### src/core/urhd_map.vh
// Purpose: constants for the root hub descriptor and low-speed cutoff registers
// Assumes: 32-bit AXI4-Lite data, one aligned word per register
// Notes: reserved bits are not stored
// Behaviour
// - The 12-bit cutoff is compared with the remaining bit count before a low-speed transfer.
// - Overcurrent status is reported only while no-overcurrent-protection is clear.
// - Overcurrent is reported per port with report mode set, else for all ports together.
// - The compound flag is read-only and shows the root hub is not a compound device.
// - With always-powered set port power follows controller on, else it may be switched.
// - With per-port power mode set masked ports are powered one by one, others all together; with it clear all together.
// - A read-only 8-bit field gives the number of downstream ports; the code reports PORT_COUNT, 3, with PORTS at 2.
// - The power-good delay and descriptor bits 12:0 reset only on hardware reset.
// - The remaining bit count is the frame down counter that the cutoff is compared with.
// - Port power mask bits 17 and 18 mask power control for ports 1 and 2 when set.
// - Port removable bits 1 and 2 hold the stored removable flags of ports 1 and 2, driven out on port_removable_flags.
`ifndef URHD_MAP_VH
`define URHD_MAP_VH
`define URHD_OFF_CUTOFF 8'h44
`define URHD_OFF_DESC_A 8'h48
`define URHD_OFF_DESC_B 8'h4c
`define URHD_RST_CUTOFF 12'h628
`define URHD_RST_PG_DELAY 8'hff
`define URHD_RST_NO_OCP 1'b0
`define URHD_RST_OC_MODE 1'b1
`define URHD_RST_ALWAYS_PWR 1'b0
`define URHD_RST_PP_MODE 1'b1
`define URHD_RST_PORT_COUNT 8'h03
`define URHD_RST_PWR_MASK 2'b11
`define URHD_RST_REMOVABLE 2'b00
`define URHD_B_FIXED_ONES 32'hfff80000
`define URHD_BIT_NO_OCP 12
`define URHD_BIT_OC_MODE 11
`define URHD_BIT_COMPOUND 10
`define URHD_BIT_ALWAYS_PWR 9
`define URHD_BIT_PP_MODE 8
`define URHD_BIT_MASK_P1 17
`define URHD_BIT_REM_P1 1
`define URHD_RESP_OKAY 2'b00
`define URHD_RESP_SLVERR 2'b10
`endif

### src/core/urhd_cmp.v
// Purpose: registered low-speed start check against end of frame
// Assumes: remaining count comes from the frame down counter, same clock
// Notes: one cycle of latency on the verdict
`timescale 1ns/1ps
module urhd_cmp #(
  parameter REM_W = 14,
  parameter CUT_W = 12
) (
  // clock and control
  input wire aclk,
  input wire aresetn,
  input wire ce,
  // operands
  input wire [REM_W-1:0] remaining_bit_count,
  input wire [CUT_W-1:0] low_speed_cutoff,
  // verdict
  output reg ls_start_ok_reg
);
  wire ls_start_ok_next;
  // below the cutoff means no low-speed start
  assign ls_start_ok_next = (remaining_bit_count >= {{(REM_W-CUT_W){1'b0}}, low_speed_cutoff});
  always @(posedge aclk) begin
    if (!aresetn) begin
      ls_start_ok_reg <= 1'b0;
    end else if (ce) begin
      ls_start_ok_reg <= ls_start_ok_next;
    end
  end
endmodule

### src/core/urhd_regs.v
// Purpose: root hub descriptor and low-speed cutoff registers on AXI4-Lite
// Assumes: one write and one read outstanding at most
// Notes: aresetn is the hardware reset; ctrl_soft_reset spares the descriptors
`timescale 1ns/1ps
`include "urhd_map.vh"
module urhd_regs #(
  parameter ADDR_W = 8,
  parameter PORTS = 2,
  parameter [7:0] PORT_COUNT = `URHD_RST_PORT_COUNT
) (
  // clock, reset, enable
  input wire aclk,
  input wire aresetn,
  input wire ce,
  input wire ctrl_soft_reset,
  // axi write address
  input wire [ADDR_W-1:0] s_axi_awaddr,
  input wire s_axi_awvalid,
  output reg s_axi_awready,
  // axi write data
  input wire [31:0] s_axi_wdata,
  input wire [3:0] s_axi_wstrb,
  input wire s_axi_wvalid,
  output reg s_axi_wready,
  // axi write response
  output reg [1:0] s_axi_bresp,
  output reg s_axi_bvalid,
  input wire s_axi_bready,
  // axi read address
  input wire [ADDR_W-1:0] s_axi_araddr,
  input wire s_axi_arvalid,
  output reg s_axi_arready,
  // axi read data
  output reg [31:0] s_axi_rdata,
  output reg [1:0] s_axi_rresp,
  output reg s_axi_rvalid,
  input wire s_axi_rready,
  // frame timing
  input wire [13:0] remaining_bit_count,
  output wire ls_start_ok,
  // port power and overcurrent
  input wire controller_on,
  input wire global_power_req,
  input wire [PORTS-1:0] port_power_req,
  input wire [PORTS-1:0] overcurrent_in,
  output reg [PORTS-1:0] port_power_on,
  output reg [PORTS-1:0] port_overcurrent,
  output reg global_overcurrent,
  // descriptor fields to controller logic
  output reg [7:0] power_good_delay,
  output reg [PORTS-1:0] port_removable_flags
);
  // stored fields
  reg [11:0] low_speed_cutoff_reg;
  reg no_overcurrent_protection_reg;
  reg overcurrent_report_mode_reg;
  reg always_powered_reg;
  reg per_port_power_mode_reg;
  reg [1:0] port_power_mask_reg;
  reg [1:0] port_removable_reg;
  // write channel holding
  reg aw_full_reg;
  reg w_full_reg;
  reg [ADDR_W-1:0] aw_addr_reg;
  reg [31:0] w_data_reg;
  reg [3:0] w_strb_reg;

  wire [31:0] strb_mask;
  wire [31:0] cut_word;
  wire [31:0] desc_a_word;
  wire [31:0] desc_b_word;
  wire [31:0] cut_new;
  wire [31:0] a_new;
  wire [31:0] b_new;
  wire do_write;
  wire wr_cut;
  wire wr_a;
  wire wr_b;
  wire wr_hit;
  reg [31:0] rd_word;
  reg rd_hit;

  assign strb_mask = {{8{w_strb_reg[3]}}, {8{w_strb_reg[2]}},
                      {8{w_strb_reg[1]}}, {8{w_strb_reg[0]}}};
  // reserved bits read zero; compound flag fixed at 0
  assign cut_word = {20'h00000, low_speed_cutoff_reg};
  assign desc_a_word = {power_good_delay, 11'h0, no_overcurrent_protection_reg,
                        overcurrent_report_mode_reg, 1'b0, always_powered_reg,
                        per_port_power_mode_reg, PORT_COUNT};
  assign desc_b_word = `URHD_B_FIXED_ONES | {13'h0, port_power_mask_reg, 14'h0,
                       port_removable_reg, 1'b0};
  // byte lanes merge into the current word
  assign cut_new = (cut_word & ~strb_mask) | (w_data_reg & strb_mask);
  assign a_new = (desc_a_word & ~strb_mask) | (w_data_reg & strb_mask);
  assign b_new = (desc_b_word & ~strb_mask) | (w_data_reg & strb_mask);
  assign do_write = aw_full_reg && w_full_reg && !s_axi_bvalid;
  // byte address compared as a whole word, sub-word bits ignored
  assign wr_cut = ({aw_addr_reg[7:2], 2'b00} == `URHD_OFF_CUTOFF);
  assign wr_a = ({aw_addr_reg[7:2], 2'b00} == `URHD_OFF_DESC_A);
  assign wr_b = ({aw_addr_reg[7:2], 2'b00} == `URHD_OFF_DESC_B);
  assign wr_hit = wr_cut || wr_a || wr_b;

  always @* begin
    rd_word = 32'h00000000;
    rd_hit = 1'b1;
    case ({s_axi_araddr[7:2], 2'b00})
      `URHD_OFF_CUTOFF: rd_word = cut_word;
      `URHD_OFF_DESC_A: rd_word = desc_a_word;
      `URHD_OFF_DESC_B: rd_word = desc_b_word;
      default: rd_hit = 1'b0;
    endcase
  end

  // write path: address and data taken in either order
  always @(posedge aclk) begin
    if (!aresetn) begin
      s_axi_awready <= 1'b0;
      s_axi_wready <= 1'b0;
      s_axi_bvalid <= 1'b0;
      s_axi_bresp <= `URHD_RESP_OKAY;
      aw_full_reg <= 1'b0;
      w_full_reg <= 1'b0;
      aw_addr_reg <= {ADDR_W{1'b0}};
      w_data_reg <= 32'h00000000;
      w_strb_reg <= 4'h0;
    end else if (ce) begin
      if (!aw_full_reg && !s_axi_awready) begin
        s_axi_awready <= 1'b1;
      end
      if (!w_full_reg && !s_axi_wready) begin
        s_axi_wready <= 1'b1;
      end
      if (s_axi_awvalid && s_axi_awready) begin
        aw_full_reg <= 1'b1;
        aw_addr_reg <= s_axi_awaddr;
        s_axi_awready <= 1'b0;
      end
      if (s_axi_wvalid && s_axi_wready) begin
        w_full_reg <= 1'b1;
        w_data_reg <= s_axi_wdata;
        w_strb_reg <= s_axi_wstrb;
        s_axi_wready <= 1'b0;
      end
      if (do_write) begin
        s_axi_bvalid <= 1'b1;
        s_axi_bresp <= wr_hit ? `URHD_RESP_OKAY : `URHD_RESP_SLVERR;
      end
      if (s_axi_bvalid && s_axi_bready) begin
        s_axi_bvalid <= 1'b0;
        aw_full_reg <= 1'b0;
        w_full_reg <= 1'b0;
      end
    end
  end

  // field storage; only writable bits take data
  always @(posedge aclk) begin
    if (!aresetn) begin
      low_speed_cutoff_reg <= `URHD_RST_CUTOFF;
      power_good_delay <= `URHD_RST_PG_DELAY;
      no_overcurrent_protection_reg <= `URHD_RST_NO_OCP;
      overcurrent_report_mode_reg <= `URHD_RST_OC_MODE;
      always_powered_reg <= `URHD_RST_ALWAYS_PWR;
      per_port_power_mode_reg <= `URHD_RST_PP_MODE;
      port_power_mask_reg <= `URHD_RST_PWR_MASK;
      port_removable_reg <= `URHD_RST_REMOVABLE;
    end else if (ce) begin
      // soft reset touches the cutoff only, descriptors keep their values
      if (ctrl_soft_reset) begin
        low_speed_cutoff_reg <= `URHD_RST_CUTOFF;
      end else if (do_write && wr_cut) begin
        low_speed_cutoff_reg <= cut_new[11:0];
      end
      if (do_write && wr_a) begin
        power_good_delay <= a_new[31:24];
        no_overcurrent_protection_reg <= a_new[`URHD_BIT_NO_OCP];
        overcurrent_report_mode_reg <= a_new[`URHD_BIT_OC_MODE];
        always_powered_reg <= a_new[`URHD_BIT_ALWAYS_PWR];
        per_port_power_mode_reg <= a_new[`URHD_BIT_PP_MODE];
      end
      if (do_write && wr_b) begin
        port_power_mask_reg <= b_new[`URHD_BIT_MASK_P1+1:`URHD_BIT_MASK_P1];
        port_removable_reg <= b_new[`URHD_BIT_REM_P1+1:`URHD_BIT_REM_P1];
      end
    end
  end

  // read path: data registered with the accept
  always @(posedge aclk) begin
    if (!aresetn) begin
      s_axi_arready <= 1'b0;
      s_axi_rvalid <= 1'b0;
      s_axi_rdata <= 32'h00000000;
      s_axi_rresp <= `URHD_RESP_OKAY;
    end else if (ce) begin
      if (!s_axi_rvalid && !s_axi_arready) begin
        s_axi_arready <= 1'b1;
      end
      if (s_axi_arvalid && s_axi_arready) begin
        s_axi_arready <= 1'b0;
        s_axi_rvalid <= 1'b1;
        s_axi_rdata <= rd_word;
        s_axi_rresp <= rd_hit ? `URHD_RESP_OKAY : `URHD_RESP_SLVERR;
      end
      if (s_axi_rvalid && s_axi_rready) begin
        s_axi_rvalid <= 1'b0;
      end
    end
  end

  // port power and overcurrent steering
  integer i;
  always @(posedge aclk) begin
    if (!aresetn) begin
      port_power_on <= {PORTS{1'b0}};
      port_overcurrent <= {PORTS{1'b0}};
      global_overcurrent <= 1'b0;
      port_removable_flags <= {PORTS{1'b0}};
    end else if (ce) begin
      for (i = 0; i < PORTS; i = i + 1) begin
        port_removable_flags[i] <= (i < 2) ? port_removable_reg[i] : 1'b0;
        if (always_powered_reg) begin
          port_power_on[i] <= controller_on;
        end else if (per_port_power_mode_reg && (i < 2) && port_power_mask_reg[i]) begin
          // masked port ignores the gang request
          port_power_on[i] <= port_power_req[i];
        end else begin
          port_power_on[i] <= global_power_req;
        end
        // per-port reporting only when protection exists
        port_overcurrent[i] <= !no_overcurrent_protection_reg &&
                               overcurrent_report_mode_reg && overcurrent_in[i];
      end
      global_overcurrent <= !no_overcurrent_protection_reg &&
                            !overcurrent_report_mode_reg && (|overcurrent_in);
    end
  end

  urhd_cmp #(
    .REM_W(14),
    .CUT_W(12)
  ) u_cmp (
    .aclk(aclk),
    .aresetn(aresetn),
    .ce(ce),
    .remaining_bit_count(remaining_bit_count),
    .low_speed_cutoff(low_speed_cutoff_reg),
    .ls_start_ok_reg(ls_start_ok)
  );
endmodule

### config.mk
export PLATFORM = sky130hd
export DESIGN_NAME = urhd_regs
export DESIGN_NICKNAME = d
export VERILOG_FILES = /design/src/core/urhd_cmp.v /design/src/core/urhd_regs.v
export VERILOG_INCLUDE_DIRS = /design/src /design/src/core
export SDC_FILE = /design/constraint.sdc
export NUM_CORES = 1
export LEC_CHECK = 0
export BUFFER_PORTS_ARGS = -buffer_cell sky130_fd_sc_hd__buf_4
export CAP_MARGIN = 30
export CELL_PAD_IN_SITES_DETAIL_PLACEMENT = 1
export CELL_PAD_IN_SITES_GLOBAL_PLACEMENT = 1
export CORE_MARGIN = 2
export CORE_UTILIZATION = 38
export DETAILED_ROUTE_END_ITERATION = 8
export PLACE_DENSITY_LB_ADDON = 0.1
export SETUP_SLACK_MARGIN = 0.05
export SLEW_MARGIN = 20
export SYNTH_ARGS = -nofsm -noshare
export SYNTH_HDL_FRONTEND = slang
export SYNTH_SLANG_ARGS = --single-unit
### constraint.sdc
create_clock -name aclk -period 2.4 [get_ports aclk]
set_input_delay 0.48 -clock aclk [delete_from_list [all_inputs] [get_ports aclk]]
set_output_delay 0.48 -clock aclk [all_outputs]
set_load 0.005 [all_outputs]
==> impl_metrics.toml, run 1 <==
[yosys]
synth.distinct_cells = 48
synth.top_cell.area_share_pct = 45.5
yosysWarningCount = 0
netlist_instances = 500
syn_area_sq_um = 4490
synth_top_flop_cell = "dfxtp_1"
synth_edf_count = 0
yosys-top-cells-count = "dfxtp_1 (102), nand2_1 (102), a21boi_0 (48)"
synthTopCellsByArea = "dfxtp_1 (45%), nand2_1 (8.5%), a21boi_0 (8.0%)"
syn_avg_cell_area_sq_um = 8.98
ys_seq_elements = 102
synth_top_area_cell = "dfxtp_1"
async_flop_share_pct = 0
ys_seq_area_share_pct = 45.5

[timing]
fin_crit_ns = 2.04
rsz0062_at_grt = "false"
hold_violations = 0
fin_skew_ns = 0.00604
finalMaxSlewViolations = 0
tns_ns = 0
worst_pin_slew_ns = 0.603
setup_viol = 0
setup_ws_ns = 0.358
finalCritPeriodShare_pct = 85.1
max_slew_margin_pct = 59.8
timing.fmax_ghz = 0.490

[power_and_ir_drop]
power.share.clock_pct = 45.6
ir_worst_vdd_v = 0.000411
intPower_uw = 2930
power_leakage_uw = 0.00240
p_comb_share_pct = 7.6
p_switching_uw = 809
power_frac_seq_pct = 46.8
switching_share_pct = 21.7
finalPower_uw = 3730
power_density_nw_per_um2 = 649

[clock_tree]
cts_root_buf = "clkbuf_16"
cts_hold_repair.buffers = 0
cts.htree.levels = 3
cts.sinks = 102
clk_pin_slew_worst_paths_ns = 0.07
post_cts_resize_count = 0
clockBufferDepth = 2
cts-buffers-inserted = 9
clock_latency_ns = 0.35
cts_setup_buffers = 0
tritoncts = "done"

[drt]
vias_per_cell = 5.17
drt_iter0_markers = 130
drt-pass1-iter-count = 4
ant_nets = 0
wl_per_cell_um = 16.4
drc_errors = 0
num_vias = 3854
drt-total-wl_mm = 12.3

[worst_hold_path]
hold_start = "ctrl_soft_reset"
hold_class = "in -> reg"

[global_route]
grt_max_degree = 78
grt_pass1_wl_mm = 19.9
grt_pass1_vias = 3886
grt_overflow = 0
antenna_found_initial = 0
grt_use_total_pct = 19.8

[floorplan]
ios = 138
start_util_pct = 39.1
die_w_um = 113
core_sq_um = 11500
die_h_um = 113
dieArea_sq_um = 12700
rows = 39

[setup_path]
startpoint_type = "flop"
arrival_ns = 2.27
r2r_start = "aw_addr_reg[5]$_SDFFE_PN0P_"
critPathKind = "reg -> reg"
crit_required_ns = 2.63
startpoint = "aw_addr_reg[5]$_SDFFE_PN0P_"
critPathMaxFanout = 8
cp-end-kind = "flop"

[finish]
fillCellCount = 1328
syn2layout_area_growth_pct = 28.1
n_antenna_cell = 0
seqCellArea_sq_um = 2040
final_cell_count_no_fill = 746
multi_input_area_sq_um = 2170
nets = 691
drive_gt1_share_pct = 25.0
utilization_pct = 50.1

[status]
status = "finished clean"

[placement]
port_buffers = 118
placed_cells = 730
dpl.hpwl_mm = 8.95
pre_cts_ws_ns = 0.232
place_congestion = 0.788

[flow_run]
drv_cap = 0
==> worst paths after layout <==
check / endpoint / slack, ns / cells after the start
worst max-delay path: flop / 0.36 / 4
worst min-delay path: low_speed_cutoff_reg[0]$_SDFFE_PN0P_ / 0.36 / 2
worst max register to register: flop / 0.36 / 4
worst min register to register: w_data_reg[27]$_SDFFE_PN0P_ / 0.46 / 2
==> logic make-up after synthesis <==
family	share of synthesized area (%)
and+or+nand+nor	20.3
other	0.0835
DFF	45.5
muxes	6.08
AOI/OAI and AO/OA	18.0
buffers and inverters	6.69
adders and majority gates	3.34
==> critical path, cell delays in order (launching register included) <==
cell and delay [ns]:
dfxtp_1 0.31, or4b_4 0.64, or3_1 0.63, mux2i_1 0.26, nand2_1 0.07
==> layout by cell type (no fill, tap or decap), types with 2 or more instances in the layout <==
cell type and n:
nand4_1 3, o21ai_0 13, mux2i_1 25, a21oi_1 8
mux2_2 2, nor3_1 2, conb_1 6, bufinv_16 3
nor2_1 11, nand3_1 29, dfxtp_1 102, nand3b_1 6
a41oi_1 2, nand2_1 102, a21boi_0 48, o31ai_1 8
ha_1 12, and2_1 2, a221oi_1 3, o211ai_1 13
nor2b_1 18, nand2b_1 4, buf_4 125, nor4b_1 3
o31ai_4 2, a22oi_1 3, and3_1 4, clkbuf_16 9
inv_1 15
==> final cells by class <==
class                   count  area share [%]
clock inverters             5            1.85
well taps                 143            3.11
inverters                  15           0.979
clock buffers              11            4.22
flip-flops and latches    102            35.5
multi-input cells         344            37.7
repair buffers            126            16.7
==> power by group through the flow <==
stage               Combinational [uW]  Sequential, uW  Clock [uW]
finish                             284            1750        1700
global route                       315            1750        1790
CTS                                287            1750        1740
detailed placement                 286            1790           0
global placement                   277            1780           0
floorplan                          140            1780           0
==> routing by layer <==
metal / track usage (%) / up-vias / wire, um
met2: 33.5 / 81 / 5960
li1: - / 1905 / -
met5: 0 / - / 0
met4: 5.61 / 0 / 147
met3: 4.34 / 13 / 532
met1: 25.7 / 1855 / 5620
==> stage by stage <==
step	hold WS [ns]	area (sq um)
floorplan	0.441	4510
global placement	0.449	5400
detailed placement	0.457	5400
CTS	0.354	5750
global route	0.359	5750
finish	0.361	5750
No activity file was read; power rests on OpenSTA's default activity.
==> run 2: changes to the inputs <==
==> constraint.sdc (replaced) <==
create_clock -name aclk -period 1.92 [get_ports aclk]
set_input_delay 0.384 -clock aclk [delete_from_list [all_inputs] [get_ports aclk]]
set_output_delay 0.384 -clock aclk [all_outputs]
set_load 0.005 [all_outputs]
==> run 2 against run 1 <==
  * Global-route usage decreased by 0.19 points
  * Hold slack lost 0.10 ns
  * Die area unchanged
  * Register-to-register slack lost 0.23 ns
  * Utilization rose by 0.69 points
  * Total power up 18%
  * Cell count increased by 1.3%
==> impl_metrics.toml, run 2 (synthesized netlist as in run 1, its figures left out) <==
[clock_tree]
tritoncts = "done"
clockBufferDepth = 2
cts-buffers-inserted = 9
clk_pin_slew_worst_paths_ns = 0.07
cts.htree.levels = 3
cts_setup_buffers = 0
cts_root_buf = "clkbuf_16"
cts_hold_repair.buffers = 0
cts.sinks = 102
clock_latency_ns = 0.34

[placement]
place_congestion = 0.788
dpl.hpwl_mm = 9.07
port_buffers = 118

[floorplan]
rows = 39
die_w_um = 113
core_sq_um = 11500
start_util_pct = 39.1
dieArea_sq_um = 12700
ios = 138
die_h_um = 113

[global_route]
antenna_found_initial = 0
grt_pass1_wl_mm = 19.7
grt_overflow = 0
grt_max_degree = 59
grt_use_total_pct = 19.6
grt_pass1_vias = 3952

[timing]
tns_ns = 0
fin_skew_ns = 0.00437
hold_slack_ns = 0.261
worst_pin_slew_ns = 0.496
fin_crit_ns = 1.79
timing.fmax_ghz = 0.559
finalMaxSlewViolations = 0
hold_violations = 0
setup_viol = 0
finalCritPeriodShare_pct = 93.2
rsz0062_at_grt = "true"
max_slew_margin_pct = 66.5

[drt]
drt-total-wl_mm = 12.0
wl_met3_um = 498
drt-pass1-iter-count = 4
ant_nets = 0
top_layer = "met4"
drt_iter0_markers = 146
drc_errors = 0
wl_per_cell_um = 15.9
met1_length_mm = 5.54
vias_per_cell = 5.07
dr_wl_met2_mm = 5.83
num_vias = 3830

[setup_path]
arrival_ns = 2.04
crit_required_ns = 2.17
cp-end-kind = "flop"
critical-path-slowest-cell = "or4b_4"
critPathMaxStageDelay_ns = 0.58
critPathKind = "reg -> reg"
crit_chain = "or4b_4 -> buf_12 -> o31ai_4 -> buf_6 -> nand3_1 -> o31ai_1"
r2r_slack_ns = 0.13
startpoint_type = "flop"
critPathMaxFanout = 8

[finish]
seqCellArea_sq_um = 2040
nets = 701
drive_gt1_share_pct = 26.4
syn2layout_area_growth_pct = 29.8
fillCellCount = 1313
multi_input_area_sq_um = 2170
n_antenna_cell = 0
layout_commonest_cell = "buf_4"
layout_common_cells = "buf_4 (130), nand2_1 (102), dfxtp_1 (102), a21boi_0 (48), nand3_1 (29)"

[worst_hold_path]
hold_class = "in -> reg"

[power_and_ir_drop]
power_leakage_uw = 0.00246
power_density_nw_per_um2 = 754
ir_worst_vdd_v = 0.000452

[status]
status = "finished clean"

[flow_run]
drv_cap = 0
-- run 2: cell types whose count changed in the layout (fill, tap and decap cells not counted), sizes merged --
cell      before  now
clkbuf        11   12
bufinv         3    1
clkinvlp       1    0
buf          126  136
clkinv         1    3
-- run 2: stage by stage --
stage	total power, uW	util (%)	cells	setup slack (ns)	instance area, sq um
floorplan	2400	-	505	0.148	4510
finish	4400	50.8	756	0.130	5830
CTS	4450	50.7	756	0.102	5820
global placement	2590	48.1	740	0.144	5510
global route	4570	50.8	756	0.0256	5830
detailed placement	2600	48.1	740	0.121	5510
-- run 2: routing by layer --
layer  track usage [%]  up-vias
met5                 0        -
met1              25.2     1802
li1                  -     1928
met4              5.93        0
met2              33.7       85
met3              3.54       15
-- run 2: path summary, 6_finish.rpt --
path / from / to / cells past startpoint
hold reg to reg: w_data_reg[27]$_SDFFE_PN0P_ / w_data_reg[27]$_SDFFE_PN0P_ / 2
setup reg to reg: aw_addr_reg[5]$_SDFFE_PN0P_ / low_speed_cutoff_reg[7]$_SDFFE_PN0P_ / 6
setup / recovery: aw_addr_reg[5]$_SDFFE_PN0P_ / low_speed_cutoff_reg[7]$_SDFFE_PN0P_ / 6
hold / removal: ctrl_soft_reset / low_speed_cutoff_reg[0]$_SDFFE_PN0P_ / 2
-- run 2: area by class of cell --
| class | instances | share of cell area [%] |
|---|---|---|
| multi-input combinational | 344 | 37.3 |
| sequential | 102 | 35.0 |
| clock inverter | 4 | 0.773 |
| tap | 143 | 3.07 |
| inverter | 15 | 0.966 |
| clock buffer | 12 | 4.40 |
| timing repair buffer | 136 | 18.5 |
-- run 2: timing repair --
action | 4_1_cts | 5_1_grt
endpoints found under the setup margin | 0 | 11
gates resized for setup | 0 | 3
endpoints found under the hold margin | 0 | 0
-- run 2: where the power goes --
group / internal [uW] / switching [uW] / leakage (uW)
Combinational: 198 / 165 / 0.00148
Sequential: 2150 / 29.6 / 0.000826
Clock: 1080 / 773 / 0.000152
Total: 3430 / 968 / 0.00246
-- run 2: worst max-delay path: cells and delay by family (launching register included) --
kind / cells / cell delay [ns]
buffers and inverters: 2 / 0.35
DFF: 1 / 0.31
AOI/OAI and AO/OA: 2 / 0.37
and+or+nand+nor: 2 / 0.66
